[config.mk]
export PLATFORM = sky130hd
export DESIGN_NAME = serial_dac_port
export DESIGN_NICKNAME = d
export VERILOG_FILES = /design/src/core/pair_buffer.v /design/src/core/serial_dac_port.v
export VERILOG_INCLUDE_DIRS = /design/src /design/src/pkg
export SDC_FILE = /design/constraint.sdc
export NUM_CORES = 1
export LEC_CHECK = 0
export BUFFER_PORTS_ARGS = -buffer_cell sky130_fd_sc_hd__buf_4
export CAP_MARGIN = 20
export CORE_MARGIN = 8
export CORE_UTILIZATION = 30
export DETAILED_ROUTE_END_ITERATION = 12
export GPL_TIMING_DRIVEN = 0
export PLACE_DENSITY = 0.5
export SYNTH_ARGS = -nofsm -noshare
export SYNTH_HDL_FRONTEND = slang
export SYNTH_SLANG_ARGS = --single-unit
[constraint.sdc]
create_clock -name sys_clk -period 3.1 [get_ports sys_clk]
set_clock_uncertainty 0.05 [all_clocks]
set_input_delay 0.62 -clock sys_clk [delete_from_list [all_inputs] [get_ports sys_clk]]
set_output_delay 0.62 -clock sys_clk [all_outputs]
set_load 0.005 [all_outputs]
[src/pkg/dac_port_defs.vh]
// Constants of the serial D/A and expander command port.
// Assumes inclusion by bare name from design files only.
`ifndef DAC_PORT_DEFS_VH
`define DAC_PORT_DEFS_VH
`define FRAME_BITS       16
`define CNT_W            5
`define FUNC_LSB         0
`define FUNC_MSB         3
`define PAYLOAD_LSB      4
`define PAYLOAD_MSB      15
`define LEVEL_LSB        8
`define LEVEL_MSB        15
`define SUB_LSB          4
`define SUB_MSB          7
`define FN_SPECIAL       4'h0
`define FN_CH_FIRST      4'h1
`define FN_CH_LAST       4'hC
`define FN_SER_TO_PAR    4'hD
`define FN_PAR_TO_SER    4'hE
`define FN_PIN_DIR       4'hF
`define SUB_ALL_LEVEL    4'hC
`define SUB_HIZ          4'hD
`define SUB_RESET        4'hE
`define SUB_CH_HIZ       4'h1
`define CH_HIZ_FIRST     4
`define DAC_RST          8'h00
`define DIR_RST          12'h000
`define OUT_RST          12'h000
`endif

[src/core/pair_buffer.v]
// Two-entry valid/ready buffer for executed command words.
// Assumes a single clock domain and asynchronous active-low reset.
`default_nettype none
module pair_buffer #(
    parameter WIDTH = 16
) (
    input  wire             sys_clk,
    input  wire             rst_b,
    input  wire             in_valid,
    output wire             in_ready,
    input  wire [WIDTH-1:0] in_data,
    output wire             out_valid,
    input  wire             out_ready,
    output wire [WIDTH-1:0] out_data
);
    reg [WIDTH-1:0] slot_reg [0:1];
    reg             rd_ptr_reg;
    reg             wr_ptr_reg;
    reg [1:0]       count_reg;
    wire            push;
    wire            pop;

    assign in_ready  = (count_reg != 2'h2);
    assign out_valid = (count_reg != 2'h0);
    assign out_data  = slot_reg[rd_ptr_reg];
    assign push      = in_valid && in_ready;
    assign pop       = out_valid && out_ready;

    always @(posedge sys_clk or negedge rst_b) begin
        if (!rst_b) begin
            rd_ptr_reg  <= 1'b0;
            wr_ptr_reg  <= 1'b0;
            count_reg   <= 2'h0;
            slot_reg[0] <= {WIDTH{1'b0}};
            slot_reg[1] <= {WIDTH{1'b0}};
        end else begin
            if (push) begin
                slot_reg[wr_ptr_reg] <= in_data;
                wr_ptr_reg           <= ~wr_ptr_reg;
            end
            if (pop)
                rd_ptr_reg <= ~rd_ptr_reg;
            if (push && !pop)
                count_reg <= count_reg + 2'h1;
            else if (pop && !push)
                count_reg <= count_reg - 2'h1;
        end
    end
endmodule
`default_nettype wire

[src/core/serial_dac_port.v]
// Serial command port: frame capture, command execution, expander and D/A state.
// Assumes link pins asynchronous to sys_clk, link clock well below sys_clk/6.
`include "dac_port_defs.vh"
`default_nettype none
// Overview of operation
// - Chip select falling opens a frame; host sends sixteen bits meanwhile.
// - Chip select rising decodes and executes the held sixteen-bit command.
// - Channel command with sub field other than one updates the selected analog level at chip select rising.
// - Serial-to-parallel command updates output-enabled expander pins at rising edge.
// - Direction command loads direction register and applies pin directions then.
// - Parallel-to-serial command is accepted at frame end, arming next-frame capture.
// - Next chip select falling samples input-direction expander pins into payload bits.
// - Captured contents shift out one bit per shift clock falling edge.
// - Low four bits select special, channels one to twelve, expander, direction.
// - Serial input shifts in on each shift clock rising edge while selected.
// - Serial output is LSB first, changes on falling edges, released when deselected.
// - Direction bit zero makes a pin input; one makes it output.
module serial_dac_port #(
    parameter CHANNELS = 12,
    parameter DAC_W    = 8,
    parameter PINS     = 12
) (
    input  wire                      sys_clk,
    input  wire                      rst_b,
    input  wire                      cs_b_pin,
    input  wire                      shift_clk_pin,
    input  wire                      serial_in_pin,
    output reg                       serial_out,
    output wire                      serial_out_oe,
    input  wire [PINS-1:0]           expander_pins_in,
    output wire [PINS-1:0]           expander_pins_out,
    output wire [PINS-1:0]           expander_pins_oe,
    output wire [CHANNELS*DAC_W-1:0] analog_output_channel,
    output wire [CHANNELS-1:0]       analog_output_hiz,
    output wire [PINS-1:0]           pin_direction_register,
    output wire [`CNT_W-1:0]         frame_bit_count,
    output wire                      exec_stall
);
    reg  [2:0]            cs_sync_reg;
    reg  [2:0]            sck_sync_reg;
    reg  [2:0]            si_sync_reg;
    reg                   cs_b_reg;
    reg                   sck_reg;
    reg  [`FRAME_BITS-1:0] shift_reg;
    reg  [`CNT_W-1:0]     count_reg;
    reg                   armed_reg;
    reg  [PINS-1:0]       dir_reg;
    reg  [PINS-1:0]       out_reg;
    reg  [PINS-1:0]       pin_samp_reg [0:2];
    reg  [DAC_W-1:0]      level_reg [0:CHANNELS-1];
    reg  [CHANNELS-1:0]   hiz_reg;
    wire                  cs_now;
    wire                  sck_now;
    wire                  cs_fall;
    wire                  cs_rise;
    wire                  sck_rise;
    wire                  sck_fall;
    wire                  cmd_ready;
    wire                  cmd_valid;
    wire [`FRAME_BITS-1:0] cmd;
    wire [3:0]            fn;
    wire [3:0]            sub;
    wire [DAC_W-1:0]      level;
    integer               i;

    // Three-stage sync: change counts once stages two and three agree
    assign cs_now   = (cs_sync_reg[1] == cs_sync_reg[2]) ? cs_sync_reg[2] : cs_b_reg;
    assign sck_now  = (sck_sync_reg[1] == sck_sync_reg[2]) ? sck_sync_reg[2] : sck_reg;
    assign cs_fall  = cs_b_reg && !cs_now;
    assign cs_rise  = !cs_b_reg && cs_now;
    assign sck_rise = !cs_b_reg && !sck_reg && sck_now;
    assign sck_fall = !cs_b_reg && sck_reg && !sck_now;

    always @(posedge sys_clk or negedge rst_b) begin
        if (!rst_b) begin
            cs_sync_reg  <= 3'h7;
            sck_sync_reg <= 3'h0;
            si_sync_reg  <= 3'h0;
            cs_b_reg     <= 1'b1;
            sck_reg      <= 1'b0;
            pin_samp_reg[0] <= {PINS{1'b0}};
            pin_samp_reg[1] <= {PINS{1'b0}};
            pin_samp_reg[2] <= {PINS{1'b0}};
        end else begin
            cs_sync_reg  <= {cs_sync_reg[1:0], cs_b_pin};
            sck_sync_reg <= {sck_sync_reg[1:0], shift_clk_pin};
            si_sync_reg  <= {si_sync_reg[1:0], serial_in_pin};
            cs_b_reg     <= cs_now;
            sck_reg      <= sck_now;
            pin_samp_reg[0] <= expander_pins_in;
            pin_samp_reg[1] <= pin_samp_reg[0];
            pin_samp_reg[2] <= pin_samp_reg[1];
        end
    end

    // Frame shifter and serial output
    always @(posedge sys_clk or negedge rst_b) begin
        if (!rst_b) begin
            shift_reg  <= {`FRAME_BITS{1'b0}};
            count_reg  <= {`CNT_W{1'b0}};
            armed_reg  <= 1'b0;
            serial_out <= 1'b0;
        end else begin
            if (cs_fall) begin
                count_reg <= {`CNT_W{1'b0}};
                if (armed_reg) begin
                    // Pins driven by us (direction bit one) read as zero
                    shift_reg[`PAYLOAD_MSB:`PAYLOAD_LSB] <=
                        pin_samp_reg[2] & ~dir_reg;
                    armed_reg <= 1'b0;
                end
            end else if (sck_rise) begin
                shift_reg <= {si_sync_reg[2], shift_reg[`FRAME_BITS-1:1]};
                if (count_reg != `FRAME_BITS)
                    count_reg <= count_reg + 1'b1;
            end else if (sck_fall) begin
                serial_out <= shift_reg[0];
            end
            if (cs_rise && cmd_ready)
                armed_reg <= (shift_reg[`FUNC_MSB:`FUNC_LSB] == `FN_PAR_TO_SER);
        end
    end

    assign serial_out_oe   = !cs_b_reg;
    assign frame_bit_count = count_reg;
    assign exec_stall      = !cmd_ready;

    // Executed frames pass the buffer so a busy apply stage loses none
    pair_buffer #(
        .WIDTH(`FRAME_BITS)
    ) u_cmd_buf (
        .sys_clk   (sys_clk),
        .rst_b     (rst_b),
        .in_valid  (cs_rise),
        .in_ready  (cmd_ready),
        .in_data   (shift_reg),
        .out_valid (cmd_valid),
        .out_ready (1'b1),
        .out_data  (cmd)
    );

    assign fn    = cmd[`FUNC_MSB:`FUNC_LSB];
    assign sub   = cmd[`SUB_MSB:`SUB_LSB];
    assign level = cmd[`LEVEL_MSB:`LEVEL_LSB];

    // Command decode and apply
    always @(posedge sys_clk or negedge rst_b) begin
        if (!rst_b) begin
            dir_reg <= `DIR_RST;
            out_reg <= `OUT_RST;
            hiz_reg <= {CHANNELS{1'b0}};
            for (i = 0; i < CHANNELS; i = i + 1)
                level_reg[i] <= `DAC_RST;
        end else if (cmd_valid) begin
            case (fn)
                `FN_SPECIAL: begin
                    if (sub == `SUB_ALL_LEVEL) begin
                        for (i = 0; i < CHANNELS; i = i + 1) begin
                            level_reg[i] <= level;
                            hiz_reg[i]   <= 1'b0;
                        end
                    end else if (sub == `SUB_HIZ) begin
                        for (i = `CH_HIZ_FIRST; i < CHANNELS; i = i + 1)
                            hiz_reg[i] <= 1'b1;
                    end else if (sub == `SUB_RESET) begin
                        dir_reg <= `DIR_RST;
                        hiz_reg <= {CHANNELS{1'b0}};
                        for (i = 0; i < CHANNELS; i = i + 1)
                            level_reg[i] <= `DAC_RST;
                    end
                end
                `FN_SER_TO_PAR: out_reg <= cmd[`PAYLOAD_MSB:`PAYLOAD_LSB];
                `FN_PAR_TO_SER: ;
                `FN_PIN_DIR:    dir_reg <= cmd[`PAYLOAD_MSB:`PAYLOAD_LSB];
                default: begin
                    for (i = 0; i < CHANNELS; i = i + 1) begin
                        if (fn == i + 1) begin
                            if (sub == `SUB_CH_HIZ) begin
                                if (i >= `CH_HIZ_FIRST)
                                    hiz_reg[i] <= 1'b1;
                            end else begin
                                level_reg[i] <= level;
                                hiz_reg[i]   <= 1'b0;
                            end
                        end
                    end
                end
            endcase
        end
    end

    genvar g;
    generate
        for (g = 0; g < CHANNELS; g = g + 1) begin : g_ch
            assign analog_output_channel[g*DAC_W +: DAC_W] = level_reg[g];
        end
    endgenerate

    assign analog_output_hiz      = hiz_reg;
    assign pin_direction_register = dir_reg;
    assign expander_pins_oe       = dir_reg;
    assign expander_pins_out      = out_reg & dir_reg;
endmodule
`default_nettype wire

# --- After elaboration in Yosys (flattened, before gate mapping) ---
# Index checks and enable logic that the tools add are counted.
totals:
  out_inout_bits: 152
  inputBits: 17
  word_cells: 212
  reg_bits: 238
op_classes:
  order_cmp: 3
  reduce_logical: 63
  eq_ne: 32
  mux: 57
  n_bitwise: 10
  add_sub_neg: 3
ops:
  columns: ["operator", "count"]
  rows:
  - ["$mux W96", 3]
  - ["$pmux W96 S2", 1]
  - ["$mux W8", 14]
  - ["$mux W16", 5]
  - ["$mux W12", 6]
  - ["$reduce_and A6 Y1", 12]
  - ["$eq A4 B4 Y1 const B", 12]
  - ["$pmux W12 S2", 2]
  - ["$reduce_bool A2 Y1", 18]
  - ["$bwmux W32", 1]
  - ["$reduce_and A4 Y1", 8]
  - ["$and A12 B12 Y12", 2]
  - ["$mux W1", 18]
  - ["$demux W16 S1", 1]
  - ["$eq A4 B3 Y1 const B", 4]
  - ["$mux W5", 3]
  - ["$not A12 Y12", 1]
  - ["$logic_and A1 B1 Y1", 10]
  - ["$ne A2 B2 Y1 const B", 5]
  - ["$eq A4 B1 Y1 const B", 2]
  - ["$eq A4 B2 Y1 const B", 2]
  - ["$reduce_and A2 Y1", 4]
  - ["$logic_not A1 Y1", 7]
  - ["$ne A3 B3 Y1 const B", 2]
  - ["17 further kinds", 25]

# --- Longest topological paths before layout ---
depth:
  ltp_word: 9
  depth_mapped: 8
  ltp_nobuf: 7

# --- Cells and area by module ---
# From an unflattened synthesis, not the netlist that was laid out.
unflattened:
  hier_cells: 636
  hier_area_um2: 9502.9
modules_own_cells:
  columns: ["mod", "seq_area_each_um2", "n_inst", "area_each_um2", "cells_each"]
  rows:
  - ["serial_dac_port", 4959.8, 1, 7807.5, 533]
  - ["pair_buffer", 900.9, 1, 1695.4, 103]

# --- Worst setup path before layout ---
# Ideal clock, no wire load.
synth_path:
  path_type: "register to register"
  start: "reg u_cmd_buf.rd_ptr_reg"
  end: "reg level_reg (netlist bit analog_output_channel[16])"
  slack_ns: 0.876
  period_less_slack_ns: 2.224
  arrival_time_ns: 2.049
  required_ns: 2.925
  setup_ns: 0.125
  path_stages_with_launch: 7
  path_cell_list: "dfrtp_1 -> nor3_1 -> o22ai_2 -> mux2i_4 -> a2111o_1 -> buf_6 -> mux2_4"
synth_between:
  elab_chain_cells: 8
  elab_cells_between_ends: 24
  cone_classes: "eq/ne: 11; mux: 7; bitwise: 2; reduce/logical: 4"
synth_lines:
  columns: ["element", "line_no", "text"]
  rows:
  - ["from (decl)", "pair_buffer.v:17", "reg rd_ptr_reg;"]
  - ["from (signal assigned)", "pair_buffer.v:42", "rd_ptr_reg <= ~rd_ptr_reg;"]
  - ["$not A1 Y2 (not written as such) *", "pair_buffer.v:25", "assign out_data = slot_reg[rd_ptr_reg];"]
  - ["$mux W16 (not written as such) * (3 in series)", "pair_buffer.v:25", null]
  - ["$eq A4 B4 Y1", "serial_dac_port.v:155", "case (fn)"]
  - ["$reduce_or A3 Y1 (no source line)", null, null]
  - ["$not A1 Y1 (no source line)", null, null]
  - ["$reduce_and A6 Y1 (no source line)", null, null]
  - ["to (signal, indexed assignment)", "serial_dac_port.v:153", "level_reg[i] <= `DAC_RST;"]
  - ["to (signal, indexed assignment)", "serial_dac_port.v:159", "level_reg[i] <= level;"]
  - ["to (signal, indexed assignment)", "serial_dac_port.v:169", "level_reg[i] <= `DAC_RST;"]
  - ["to (decl)", "serial_dac_port.v:50", "reg [DAC_W-1:0] level_reg [0:CHANNELS-1];"]
# Every way passes the cells marked *; elsewhere a longest branch is shown, timed or not. The select of a mux whose other input is x is not followed.
# A chain may end at the register's enable or synchronous reset.

# --- Worst setup path after layout ---
layout_path:
  start: "reg u_cmd_buf.rd_ptr_reg"
  end: "reg level_reg (netlist bit analog_output_channel[56])"
# Same word-level chain as after synthesis.

==> impl_metrics.toml <==
[timing]
timing.final.max_slew_violations = 0
setup_total_negative_slack_ns = 0
final_period_minus_worst_setup_slack_ns = 2.59
final.period_utilization = 0.836
rsz0062_at_grt = "no"
setup_viol = 0
max_slew.worst_pin.slew_ns = 0.883
achievable-frequency_mhz = 386
relSlewSlack = 0.406
finalHoldViolCount = 0

[cells_and_area]
post_route_cells_drive_above_1_share = 0.446
commonest_non_fill_non_tap_cell_in_the_layout = "dfrtp_1"
most-common-layout-cells = "dfrtp_1 (230), buf_4 (180), mux2_4 (64)"
flow.area_growth_from_synthesis_pct = 27.9
num_antenna_cells = 0
largest_register_ffs = 96
finish.cell_count_without_fillers = 1289
finish.net_count = 889

[logic_synthesis]
synth.yosys.seq_area_share = 0.611
postSynth.asyncResetShare = 1.00
synth_adder_area_share = 0.00496
yosysUniqueCellTypes = 57
syn-cell-area_um2 = 9590
synth_edf_count = 0
syn-mean-instance-area_um2 = 14.3
yosys_most_used_dff = "dfrtp_1"
synth_cells = 671
dominant_combinational_cell_family_by_area_after_synthesis = "multiplexers"
synth_xor_xnor_area_share = 0.0119
muxShareOfSynthArea = 0.196
post_synth_and_or_nand_nor_area_fraction = 0.0802
ys_ff_latch = 234
synth-warning-count = 0
synth_compound_gate_area_share = 0.0551

[route]
viasPerCell = 4.47
routedWlPerCell_um = 18.9
postRouteWirelength_mm = 24.3
antenna_violating_nets_post_route = 0
iter_0_drt_violations = 278
route.vias.total = 5765
drtPass1Iterations = 4
drt_drc = 0

[floorplan]
floorplan.initialDensity = 0.304
floorplan.core_area_um2 = 31600
overall_die_width_um = 195
die_area_um2 = 37900
die_height_um = 195
num_io_pins = 169
rows = 65

[status]
outcome = "complete, no violations"

[hold_path]
hold_path.class = "input port to async pin"

[placement]
dp.cells = 1242
globalplace.congestion = 0.730
placement.io_buffers = 164
placed_wire_length_estimate_after_detailed_placement_mm = 17.3

[worst_setup_path]
slowest_delay_ns = 0.53
total_buffers_and_inverters_traversed_by_the_critical_path = 1
critical_path.cell_chain = "nor3_1 > o22ai_2 > a21oi_2 > nor2_1 > clkbuf_1 > mux2_2"
critPathArrivalTime_ns = 2.95
timing.critical_path.fanout_max = 10
kind_of_cell_adding_the_most_delay_to_the_critical_path = "simple AND/OR/NAND/NOR gates"
start_kind = "flop"
cp_slowest_cell = "nor3_1"
end_kind = "flop"
setup.worst_path.class = "flop to flop"
worstPathRequired_ns = 3.46

[job]
max-cap-violations = 0

[global_route]
grt_overflow_total = 0
grt_first_pass_wirelength_mm = 38.4
number_of_antenna_violations_at_the_first_check_in_global_routing = 0
largest_net_degree_at_the_start_of_global_routing = 120
grt_util_all_layers = 0.127
number_of_global_route_vias_before_repair = 6167

[clocking]
worstSkewPairLatency_ns = 0.53
cts_hold_repair.buffers = 0
cts_resized = 0
post_cts.repair.setup_buffers = 0
root_buffer_cell = "clkbuf_16"
path_clk_slew_ns = 0.06
cts.sink_count = 234
number_of_buffers_on_the_longest_clock_path = 3
cts_tree = "yes"
cts_made_buffers = 27
htree_levels = 1

[power]
leakage_nw = 6.05
power_per_cell_area_nw_per_um2 = 815
ir_worst_vdd_v = 0.000542
worst paths after layout:
path	from	end	slack, ns	cells past startpoint
hold reg to reg	pin_samp_reg[30]	pin_samp_reg[18]	0.29	0
hold / removal	rst_b	serial_out	0.08	2
max in group asynchronous	rst_b	expander_pins_oe[5]	2.40	2
min in group sys_clk	expander_pins_in[9]	pin_samp_reg[33]	0.14	1
setup / recovery	u_cmd_buf.rd_ptr_reg	analog_output_channel[56]	0.51	6
setup reg to reg	u_cmd_buf.rd_ptr_reg	analog_output_channel[56]	0.51	6
routing by layer:
metal / vias up / wire length, um / track usage
li1: 2727 / - / -
met1: 2884 / 11700 / 0.175
met2: 122 / 11100 / 0.201
met3: 32 / 1110 / 0.0269
met4: 0 / 405 / 0.0295
met5: - / 0 / 0
through the flow:
step / instance area, um^2 / power, mW / util / worst slack (ns) / hold slack (ns)
after CTS: 12300 / 10.2 / 0.389 / 0.359 / 0.119
after detailed placement: 11400 / 7.05 / 0.361 / 0.362 / 0.285
after global routing: 12300 / 10.5 / 0.389 / 0.145 / 0.115
final: 12300 / 10.0 / 0.389 / 0.507 / 0.0842
after global placement: 11300 / 7.01 / 0.359 / -0.602 / 0.284
after floorplan: 9600 / 5.87 / - / 0.876 / 0.274
kinds of logic (layout without fill, tap and decap cells):
group | after synthesis | count (layout)
flip-flops | 234 | 234
multiplexers | 145 | 145
AND/OR/NAND/NOR | 127 | 127
AO/OA/AOI/OAI | 85 | 85
buffers and inverters | 62 | 275
XOR/XNOR | 13 | 13
adder cells (fa/ha/maj) | 4 | 4
other | 1 | 4
synth_stat cells (all sizes together), types with 2 or more instances:
cell | instances | share of area
nand4 | 2 | 0.0013
xnor2 | 7 | 0.0064
ha | 3 | 0.0039
dfstp | 4 | 0.011
a21o | 2 | 0.0016
o2bb2ai | 11 | 0.010
nor2 | 40 | 0.016
dfrtp | 230 | 0.60
and2 | 13 | 0.0085
mux2 | 126 | 0.17
nand2b | 3 | 0.0020
nand2 | 19 | 0.0074
a211oi | 3 | 0.0023
nor2b | 7 | 0.0061
a31oi | 3 | 0.0020
nor4 | 2 | 0.0035
nor4b | 3 | 0.0027
o21ai | 28 | 0.015
and3b | 2 | 0.0018
mux2i | 19 | 0.023
a21oi | 32 | 0.017
nor3b | 15 | 0.013
nor3 | 14 | 0.011
buf | 29 | 0.027
xor2 | 6 | 0.0055
clkbuf | 18 | 0.0072
inv | 15 | 0.0059
where the power goes:
part	internal (mW)	switching, mW	leakage [nW]	total, mW
logic	1.58	1.57	2.51	3.15
clock network	1.82	1.24	0.432	3.06
registers	3.49	0.292	3.11	3.78
layout make-up:
type	instances	area, um^2
fillers	3062	19300
flip-flops and latches	234	5860
multi-input cells	378	3360
repair buffers	166	1290
clock buffers	40	825
well taps	402	503
plain buffers	47	328
inverters	15	56.3
clock inverters	7	41.3
(Power assumes the default switching activity.)
